`src/hw/flfs_regs.vh`:
```
// Register offsets, field positions and reset values of the loop control block
`ifndef FLFS_REGS_VH
`define FLFS_REGS_VH
`define FLFS_L1_CTRL1      12'h171
`define FLFS_L1_FORCE      12'h177
`define FLFS_L1_READBACK   12'h178
`define FLFS_L1_SPREAD     12'h189
`define FLFS_L1_SYNCBW     12'h187
`define FLFS_L2_CTRL1      12'h191
`define FLFS_L2_FORCE      12'h197
`define FLFS_L2_READBACK   12'h198
`define FLFS_L2_SPREAD     12'h1a9
`define FLFS_L2_SYNCBW     12'h1a7
`define FLFS_L1_STATUS     12'h1f0
`define FLFS_L2_STATUS     12'h1f1
`define FLFS_BIT_ENA       0
`define FLFS_BIT_FREERUN   1
`define FLFS_BIT_APPLY     15
`define FLFS_BIT_VALID     15
`define FLFS_L1_FREERUN_RST 1'b1
`define FLFS_L2_FREERUN_RST 1'b0
`define FLFS_L1_FORCE_RST  12'h181
`define FLFS_L2_FORCE_RST  12'h000
`define FLFS_SYNCBW_RST    1'b1
`define FLFS_SS_OFF        2'h0
`define FLFS_SS_ZERO_MEAN_FM       2'h1
`define FLFS_SS_TRI        2'h2
`define FLFS_SS_DITHER     2'h3
`define FLFS_DEB_CYCLES    4'h8
`define FLFS_START_CYCLES  8'h40
`define FLFS_LOCK_ERR_TOL  12'h004
`endif

```
`src/hw/flfs_top.v`:
```
// Free-run, integrator force/readback, spread and status control for two loops
//
// Contract
// - In free-run, stop correction, hold integrator, ignore the reference.
// - Entering free-run from lock keeps the current frequency word.
// - Lost reference makes the main loop free-run regardless of free-run bit.
// - With free-run clear, loop re-locks whenever reference returns.
// - Writing apply loads forced value into integrator, only while free-running; loads only with the free-run bit set, not on reference loss alone.
// - Forced value at bits 11:0, apply trigger at bit 15.
// - Cold start in free-run uses forced value reset default 181h or 000h.
// - Readback integrator at bits 11:0, valid flag at bit 15, read-only.
// - Free-run enable bit 1, resets 1 for loop one, 0 for two.
// - Spread select bits 1:0: off, zero-mean FM, triangle, dither; reset 00.
// - Spread amplitude bits 5:4 select modulation depth codes 00 to 11.
// - Spread rate bits 3:2 set triangle frequency; triangle mode only.
// - Each loop keeps its own spread type, amplitude and rate.
// - Clock-good asserts once the loop started and delivers output.
// - Lock status shows whether frequency lock was achieved.
// - Statuses debounced toward interrupt logic, needing a debounce clock.
// - GPIO statuses bypass debouncing.
// - Sync bandwidth bit 0: 0 wide, 1 narrow; reset 1.
// - Oscillator runs at output times divider; output is oscillator divided.
// - Loop output selectable as main system or secondary async clock source.
// - Loop enable is bit 0, reset 0, set last.
`timescale 1ns/10ps
`include "flfs_regs.vh"

module flfs_top (
  // Clock and reset
  input  wire        i_ref_clk,
  input  wire        i_rst_n,
  // Register port
  input  wire [11:0] i_addr,
  input  wire [15:0] i_wdata,
  input  wire        i_wr,
  input  wire        i_rd,
  output reg  [15:0] o_rdata,
  // Loop one analogue side
  input  wire        i_l1_ref_present,
  input  wire [11:0] i_l1_correction,
  input  wire        i_l1_osc_running,
  output reg  [11:0] o_l1_integ,
  output reg         o_l1_run,
  output reg         o_l1_feedback_en,
  output reg  [5:0]  o_l1_spread,
  output reg         o_l1_sync_narrow,
  // Loop two analogue side
  input  wire        i_l2_ref_present,
  input  wire [11:0] i_l2_correction,
  input  wire        i_l2_osc_running,
  output reg  [11:0] o_l2_integ,
  output reg         o_l2_run,
  output reg         o_l2_feedback_en,
  output reg  [5:0]  o_l2_spread,
  output reg         o_l2_sync_narrow,
  // Clock source selection
  input  wire [1:0]  i_sys_src_sel,
  input  wire [1:0]  i_async_src_sel,
  output reg  [1:0]  o_main_system_clock_src,
  output reg  [1:0]  o_secondary_async_clock_src,
  // Status
  input  wire        i_slow_tick,
  input  wire        i_main_system_clock_on,
  output reg  [1:0]  o_clk_good_gpio,
  output reg  [1:0]  o_lock_gpio,
  output reg  [1:0]  o_clk_good_irq,
  output reg  [1:0]  o_lock_irq
);

  // Per-loop state, index 0 is loop one
  reg        loop_enable [0:1];
  reg        free_run_enable [0:1];
  reg [11:0] forced_integrator_value [0:1];
  reg [5:0]  spread_cfg [0:1];
  reg        sync_bandwidth_select [0:1];
  reg [11:0] integ [0:1];
  reg        integ_valid [0:1];
  reg        was_running [0:1];
  reg [7:0]  start_cnt [0:1];
  reg        clk_good [0:1];
  reg        locked [0:1];
  wire [3:0] deb_state;

  // Pin synchronisers: ref present and osc running per loop
  reg [3:0]  sync1;
  reg [3:0]  sync2;
  reg [1:0]  tick_s1;
  reg [1:0]  tick_s2;
  reg        tick_d;
  wire [1:0] ref_ok  = {sync2[1], sync2[0]};
  wire [1:0] osc_ok  = {sync2[3], sync2[2]};
  wire       deb_en  = (tick_s2[0] & ~tick_d) | tick_s2[1];

  wire [11:0] corr [0:1];
  assign corr[0] = i_l1_correction;
  assign corr[1] = i_l2_correction;

  wire [1:0] wr_ctrl  = {i_wr & (i_addr == `FLFS_L2_CTRL1), i_wr & (i_addr == `FLFS_L1_CTRL1)};
  wire [1:0] wr_force = {i_wr & (i_addr == `FLFS_L2_FORCE), i_wr & (i_addr == `FLFS_L1_FORCE)};
  wire [1:0] wr_spr   = {i_wr & (i_addr == `FLFS_L2_SPREAD), i_wr & (i_addr == `FLFS_L1_SPREAD)};
  wire [1:0] wr_sbw   = {i_wr & (i_addr == `FLFS_L2_SYNCBW), i_wr & (i_addr == `FLFS_L1_SYNCBW)};

  always @(posedge i_ref_clk or negedge i_rst_n) begin
    if (!i_rst_n) begin
      sync1   <= 4'h0;
      sync2   <= 4'h0;
      tick_s1 <= 2'h0;
      tick_s2 <= 2'h0;
      tick_d  <= 1'b0;
    end else begin
      sync1   <= {i_l2_osc_running, i_l1_osc_running, i_l2_ref_present, i_l1_ref_present};
      sync2   <= sync1;
      tick_s1 <= {i_main_system_clock_on, i_slow_tick};
      tick_s2 <= tick_s1;
      tick_d  <= tick_s2[0];
    end
  end

  genvar g;
  generate
    for (g = 0; g < 2; g = g + 1) begin : g_loop
      // Free-run in effect: requested, or this loop lost its reference
      wire fr_eff = free_run_enable[g] | ~ref_ok[g];
      always @(posedge i_ref_clk or negedge i_rst_n) begin
        if (!i_rst_n) begin
          loop_enable[g]     <= 1'b0;
          free_run_enable[g] <= (g == 0) ? `FLFS_L1_FREERUN_RST : `FLFS_L2_FREERUN_RST;
          forced_integrator_value[g] <= (g == 0) ? `FLFS_L1_FORCE_RST : `FLFS_L2_FORCE_RST;
          spread_cfg[g]      <= 6'h00;
          sync_bandwidth_select[g] <= `FLFS_SYNCBW_RST;
          integ[g]       <= 12'h000;
          integ_valid[g] <= 1'b0;
          was_running[g] <= 1'b0;
          start_cnt[g]   <= 8'h00;
          clk_good[g]    <= 1'b0;
          locked[g]      <= 1'b0;
        end else begin
          if (wr_ctrl[g]) begin
            loop_enable[g]     <= i_wdata[`FLFS_BIT_ENA];
            free_run_enable[g] <= i_wdata[`FLFS_BIT_FREERUN];
          end
          if (wr_force[g])
            forced_integrator_value[g] <= i_wdata[11:0];
          if (wr_spr[g])
            spread_cfg[g] <= i_wdata[5:0];
          if (wr_sbw[g])
            sync_bandwidth_select[g] <= i_wdata[0];
          if (!loop_enable[g]) begin
            // Loop idle: nothing running, next start is a cold start
            was_running[g] <= 1'b0;
            integ_valid[g] <= 1'b0;
            start_cnt[g]   <= 8'h00;
            clk_good[g]    <= 1'b0;
            locked[g]      <= 1'b0;
          end else begin
            was_running[g] <= 1'b1;
            if (!was_running[g] && fr_eff)
              integ[g] <= forced_integrator_value[g];
            else if (wr_force[g] && i_wdata[`FLFS_BIT_APPLY] && free_run_enable[g])
              integ[g] <= i_wdata[11:0];
            else if (!fr_eff)
              integ[g] <= integ[g] + corr[g];
            // Hold otherwise keeps frequency on free-run entry
            integ_valid[g] <= free_run_enable[g] & was_running[g];
            if (osc_ok[g] && start_cnt[g] != `FLFS_START_CYCLES)
              start_cnt[g] <= start_cnt[g] + 8'h01;
            clk_good[g] <= osc_ok[g] && start_cnt[g] == `FLFS_START_CYCLES;
            locked[g] <= ~fr_eff & clk_good[g] &
                         ((corr[g] < `FLFS_LOCK_ERR_TOL) |
                          (corr[g] > (12'hfff - `FLFS_LOCK_ERR_TOL)));
          end
        end
      end

      // Debouncers: index 2g clock-good, 2g+1 lock
      flfs_debounce u_deb_good (
        .i_ref_clk (i_ref_clk),
        .i_rst_n   (i_rst_n),
        .i_step    (deb_en),
        .i_level   (clk_good[g]),
        .o_state   (deb_state[2*g])
      );
      flfs_debounce u_deb_lock (
        .i_ref_clk (i_ref_clk),
        .i_rst_n   (i_rst_n),
        .i_step    (deb_en),
        .i_level   (locked[g]),
        .o_state   (deb_state[2*g+1])
      );
    end
  endgenerate

  // Outputs to the oscillators, clock muxes and status consumers
  always @(posedge i_ref_clk or negedge i_rst_n) begin
    if (!i_rst_n) begin
      o_l1_integ <= 12'h000;
      o_l2_integ <= 12'h000;
      o_l1_run <= 1'b0;
      o_l2_run <= 1'b0;
      o_l1_feedback_en <= 1'b0;
      o_l2_feedback_en <= 1'b0;
      o_l1_spread <= 6'h00;
      o_l2_spread <= 6'h00;
      o_l1_sync_narrow <= `FLFS_SYNCBW_RST;
      o_l2_sync_narrow <= `FLFS_SYNCBW_RST;
      o_main_system_clock_src <= 2'h0;
      o_secondary_async_clock_src <= 2'h0;
      o_clk_good_gpio <= 2'h0;
      o_lock_gpio <= 2'h0;
      o_clk_good_irq <= 2'h0;
      o_lock_irq <= 2'h0;
    end else begin
      // Integrator word sets oscillator rate; output dividers sit beyond it
      o_l1_integ <= integ[0];
      o_l2_integ <= integ[1];
      o_l1_run <= loop_enable[0];
      o_l2_run <= loop_enable[1];
      o_l1_feedback_en <= loop_enable[0] & ~free_run_enable[0] & ref_ok[0];
      o_l2_feedback_en <= loop_enable[1] & ~free_run_enable[1] & ref_ok[1];
      // Rate field forced to zero outside triangle
      o_l1_spread <= {spread_cfg[0][5:4],
                      (spread_cfg[0][1:0] == `FLFS_SS_TRI) ? spread_cfg[0][3:2] : 2'h0,
                      spread_cfg[0][1:0]};
      o_l2_spread <= {spread_cfg[1][5:4],
                      (spread_cfg[1][1:0] == `FLFS_SS_TRI) ? spread_cfg[1][3:2] : 2'h0,
                      spread_cfg[1][1:0]};
      o_l1_sync_narrow <= sync_bandwidth_select[0];
      o_l2_sync_narrow <= sync_bandwidth_select[1];
      o_main_system_clock_src <= i_sys_src_sel;
      o_secondary_async_clock_src <= i_async_src_sel;
      o_clk_good_gpio <= {clk_good[1], clk_good[0]};
      o_lock_gpio <= {locked[1], locked[0]};
      o_clk_good_irq <= {deb_state[2], deb_state[0]};
      o_lock_irq <= {deb_state[3], deb_state[1]};
    end
  end

  // Read data, one cycle after the strobe; apply bit always reads zero
  always @(posedge i_ref_clk or negedge i_rst_n) begin
    if (!i_rst_n)
      o_rdata <= 16'h0000;
    else if (i_rd) begin
      case (i_addr)
        `FLFS_L1_CTRL1:    o_rdata <= {14'h0000, free_run_enable[0], loop_enable[0]};
        `FLFS_L2_CTRL1:    o_rdata <= {14'h0000, free_run_enable[1], loop_enable[1]};
        `FLFS_L1_FORCE:    o_rdata <= {4'h0, forced_integrator_value[0]};
        `FLFS_L2_FORCE:    o_rdata <= {4'h0, forced_integrator_value[1]};
        `FLFS_L1_READBACK: o_rdata <= {integ_valid[0], 3'h0, integ[0]};
        `FLFS_L2_READBACK: o_rdata <= {integ_valid[1], 3'h0, integ[1]};
        `FLFS_L1_SPREAD:   o_rdata <= {10'h000, spread_cfg[0]};
        `FLFS_L2_SPREAD:   o_rdata <= {10'h000, spread_cfg[1]};
        `FLFS_L1_SYNCBW:   o_rdata <= {15'h0000, sync_bandwidth_select[0]};
        `FLFS_L2_SYNCBW:   o_rdata <= {15'h0000, sync_bandwidth_select[1]};
        `FLFS_L1_STATUS:   o_rdata <= {14'h0000, locked[0], clk_good[0]};
        `FLFS_L2_STATUS:   o_rdata <= {14'h0000, locked[1], clk_good[1]};
        default:           o_rdata <= 16'h0000;
      endcase
    end else
      o_rdata <= 16'h0000;
  end

endmodule

// Status debouncer: level must differ for CYCLES steps before it is taken
module flfs_debounce #(
  parameter CNT_W  = 4,
  parameter CYCLES = 8
) (
  // Clock and reset
  input  wire i_ref_clk,
  input  wire i_rst_n,
  // Step enable and raw level
  input  wire i_step,
  input  wire i_level,
  // Debounced level
  output reg  o_state
);

  localparam [CNT_W-1:0] LAST = CYCLES - 1;

  reg [CNT_W-1:0] cnt;

  always @(posedge i_ref_clk or negedge i_rst_n) begin
    if (!i_rst_n) begin
      cnt     <= {CNT_W{1'b0}};
      o_state <= 1'b0;
    end else if (i_step) begin
      if (i_level == o_state)
        cnt <= {CNT_W{1'b0}};
      else if (cnt == LAST) begin
        o_state <= i_level;
        cnt     <= {CNT_W{1'b0}};
      end else
        cnt <= cnt + {{(CNT_W-1){1'b0}}, 1'b1};
    end
  end

endmodule

```
`config.mk`:
```
export PLATFORM = sky130hd
export DESIGN_NAME = flfs_top
export DESIGN_NICKNAME = d
export VERILOG_FILES = /design/src/hw/flfs_top.v
export VERILOG_INCLUDE_DIRS = /design/src /design/src/hw
export SDC_FILE = /design/constraint.sdc
export NUM_CORES = 1
export LEC_CHECK = 0
export BUFFER_PORTS_ARGS = -buffer_cell sky130_fd_sc_hd__buf_2
export CAP_MARGIN = 20
export CORE_MARGIN = 4
export CORE_UTILIZATION = 25
export DETAILED_ROUTE_END_ITERATION = 12
export GPL_ROUTABILITY_DRIVEN = 0
export SYNTH_ARGS = -nofsm -noshare
export SYNTH_HDL_FRONTEND = slang
export SYNTH_SLANG_ARGS = --single-unit
```
`constraint.sdc`:
```
create_clock -name i_ref_clk -period 5.8 [get_ports i_ref_clk]
set_clock_uncertainty 0.05 [all_clocks]
set_input_delay 1.16 -clock i_ref_clk [delete_from_list [all_inputs] [get_ports i_ref_clk]]
set_output_delay 1.16 -clock i_ref_clk [all_outputs]
set_load 0.1 [all_outputs]
```
==> impl_results.md <==
* Result of the run: finished clean
* Mux contribution to synthesized area at 0.0686
* # clock sinks at 188
* Transition time of the tightest slew-check pin at 968 ps
* Die Outline Area at 38400 µm²
* Summed instance area of the synthesized netlist at 8840 µm²
* Number of warning messages in the yosys log at 0
* Buffer cell driving the clock tree root: clkbuf_16
* Post-synthesis share of cell area spent on xor and xnor gates at 0.0327
* Height of the chip at 196 µm
* Setup TNS at 0 ps
* FP Rows at 68
* Tightest Hold Check Type: flip-flop to flip-flop
* Final setup violating endpoints at 0
* Synthesized-area fraction occupied by adder cells at 0.0470
* Post-CTS setup-driven buffer insertion count at 0
* Total of max-cap violations at 0
* Syn avg cell area at 10.7 µm²
* Number of cells produced by synthesis at 823
* HPWL after detailed placement at 18300 µm
* Post-route clock period utilization at 0.629
* Worst path max stage delay at 700 ps
* Max-slew violation count at 0
* Static leakage power at 4.92 nW
* Comb power frac at 0.109
* Worst Path Arrival at 3960 ps
* Power density over the cells at 271 nW/µm²
* Cell total after placement at 1382
* Int Power at 2.04 mW
* Element type at the critical path end: flip-flop
* Sequential group share of total power at 0.475
* Routed via count at 6691
* Die X at 196 µm
* Shortest clock period the worst path allows after layout at 3650 ps
* Number of nets still failing antenna checks after routing at 0
* Final core utilization at 0.305
* Number of flops mapped to enable cells by yosys at 0
* Final Hold Viols at 0
* Start-to-end type of the worst setup path: input pin to flip-flop
* Setup slack of the most critical reg-to-reg path at 3350 ps
* Seq/Total Area, Yosys at 0.533
* Maximum root-to-sink buffer count at 2
* Leading cell types in the layout, fill and taps excluded: dfrtp_1 (180), buf_2 (128), nand2_1 (93)
* IR Drop Worst-Case VDD at 194 µV
* Worst Setup SP: i_addr[9]
* Critical register-to-register path endpoint: integ[23]$_DFFE_PN0P_
* Unique masters post-synth at 66
* Clock-pin transition on the worst setup and hold timing paths at 70 ps
* Mean routed wirelength per cell at 17.2 µm
* Unrepaired setup endpoints after global routing: false
* Ys async rst share at 1.00
* GRT Resource Usage Total at 0.127
* Number of DRC markers after the initial detailed-route iteration at 290
* Effective utilization at floorplan at 0.255
* Proportion of power drawn by the clock network at 0.416
* Number of design rule violations left after detail routing at 0
* Total CTS buffers at 17
* Hold WS at 301 ps
* Final routed wirelength across all metal layers at 24400 µm
* Net switching power at 0.825 mW
* Core region area at 34700 µm²
* Hold-fix buffers, CTS at 0
* Area added between synthesis and finish at 19.6%
* Worst-path fanout max at 24
* Grt ovf at 0
* Area taken by flip-flops and latches at 4710 µm²
* Area fraction in and, or, nand and nor cells after synthesis at 0.155
* Number of vias per cell at 4.73
* Resize count post-CTS at 0
* End point of the critical path: integ[23]$_DFFE_PN0P_
* Buffers added on ports at 129
* Number of ports placed on the die boundary at 136
* Startpoint of the most critical register-to-register path: integ[16]$_DFFE_PN0P_
* Nets at 1044
* Critical-path top delay cell: or4b_1
* Area occupied by multi-input gates at 3890 µm²
* Fraction of final layout cells sized beyond drive strength 1 at 0.240
* Vias in the first global route at 6563
* Seq cells post-synth at 188
* Most instantiated flip-flop cell in the synthesis netlist: dfrtp_1
* Filler Cells Inserted at 3578
* Reg2reg path depth at 8
* Pin count of the biggest net entering global routing at 116
* Share of the synthesized area in compound gates (AO/OA/AOI/OAI) at 0.136
* Dominant combinational cell family by area after synthesis: simple AND/OR/NAND/NOR gates
* Switching share of total power at 0.288
* Antenna violations before repair at 3
* First-pass GRT wire length at 38000 µm
* Insertion delay of the later-clocked pin in the worst-skew pair at 440 ps
* Slew Limit Headroom at 0.355
* Startpoint type of the worst setup path: input pin
* Total iterations of the first detailed-routing run at 5
* Highest clock rate at 0.274 GHz
* Worst endpoint required time at 6110 ps
* List of cells traversed by the critical path: buf_2 -> or4b_1 -> nor4_4 -> and3_1 -> buf_4 -> o21ai_2 -> or4_1 -> o211ai_1
* Filler-free cell count of the finished design at 1416
* Most frequent standard cell in the layout excluding fill and tap cells: dfrtp_1
* H-tree depth at 4
* CTS tree: yes
-- kinds of logic after synthesis --
logic type,Yosys count
adder cells (fa/ha/maj),32
multiplexers,55
buffers and inverters,57
XOR/XNOR,33
AO/OA/AOI/OAI,185
flip-flops,188
other,1
AND/OR/NAND/NOR,272
-- critical path: cells and delay by family --
family                 cells  cell delay, ps
buffers and inverters      2             350
and+or+nand+nor            4            1980
AOI/OAI and AO/OA          2             450
-- synth_stat cells, drive strengths merged (4+ instances only) --
cell | instances | area, µm²
and3 | 12 | 75.1
dfrtp | 180 | 4500
a21o | 5 | 37.5
nor3 | 23 | 115
nand3 | 18 | 90.1
o211ai | 9 | 67.6
nand4 | 13 | 81.3
a22o | 6 | 52.6
and3b | 4 | 35.0
a22oi | 7 | 52.6
a221oi | 5 | 43.8
clkbuf | 19 | 71.3
inv | 23 | 86.3
ha | 30 | 375
or3 | 4 | 25.0
mux2i | 10 | 100
nor4 | 7 | 73.8
nor2b | 6 | 37.5
a31oi | 8 | 50.1
nand2b | 7 | 43.8
a222oi | 7 | 70.1
xnor2 | 20 | 175
and2 | 9 | 56.3
nor3b | 5 | 42.5
xor2 | 13 | 114
nand3b | 5 | 37.5
a21oi | 39 | 195
dfstp | 8 | 210
o22ai | 7 | 43.8
o21ai | 58 | 298
mux2 | 45 | 507
buf | 15 | 85.1
o32ai | 4 | 35.0
nor2 | 54 | 203
nand2 | 93 | 349
-- stage by stage --
stage          area (µm²)  power [mW]  setup slack (ps)
5_1_grt             10600        3.00              1930
4_1_cts             10600        2.91              2140
3_5_place_dp         9970        1.70              1680
6_report            10600        2.87              2150
2_1_floorplan        8850        1.59              2500
3_3_place_gp         9970        1.70              1700
-- power groups by stage --
stage               combinational [mW]  sequential, mW  clock [mW]
CTS                              0.316            1.36        1.23
global placement                 0.310            1.39           0
detailed placement               0.314            1.39           0
floorplan                        0.128            1.46           0
finish                           0.313            1.36        1.19
global route                     0.341            1.37        1.29
-- state kept, by name (all words and copies together) (netlist names), 4 cells and up --
register	flops
g_loop.u_deb_good.cnt	8
sync2	4
start_cnt	16
integ	24
o_l1_integ	12
o_rdata	13
o_l2_spread	6
g_loop.u_deb_lock.cnt	8
o_l1_spread	6
sync1	4
spread_cfg	12
o_l2_integ	12
forced_integrator_value	24
-- worst min path at each step --
stage / end / depth (start not counted) / start / slack [ps]
after global routing: sync2[0]$_DFF_PN0_ / 0 / sync1[0]$_DFF_PN0_ / 310
after detailed placement: sync2[0]$_DFF_PN0_ / 0 / sync1[0]$_DFF_PN0_ / 280
after floorplan: sync2[0]$_DFF_PN0_ / 0 / sync1[0]$_DFF_PN0_ / 280
after global placement: sync2[3]$_DFF_PN0_ / 0 / sync1[3]$_DFF_PN0_ / 280
final: sync2[0]$_DFF_PN0_ / 0 / sync1[0]$_DFF_PN0_ / 300
after CTS: sync2[0]$_DFF_PN0_ / 0 / sync1[0]$_DFF_PN0_ / 300
-- layer usage --
layer | GRT usage | part of all wire | wire length [µm] | vias up
met3 | 0.0304 | 0.049 | 1210 | 23
met5 | 0 | 0.0011 | 26 | -
met1 | 0.179 | 0.47 | 11600 | 3243
li1 | - | - | - | 3243
met4 | 0.0295 | 0.014 | 338 | 4
met2 | 0.198 | 0.46 | 11200 | 178
-- layout make-up --
| type | instances | area share |
|---|---|---|
| Antenna cell | 2 | 0.000473 |
| Clock buffer | 18 | 0.0406 |
| Clock inverter | 14 | 0.0162 |
| Inverter | 23 | 0.00817 |
| Multi-Input combinational cell | 580 | 0.368 |
| Sequential cell | 188 | 0.446 |
| Tap cell | 455 | 0.0538 |
| Timing Repair Buffer | 136 | 0.0669 |
No activity file was read; power rests on OpenSTA's default activity.
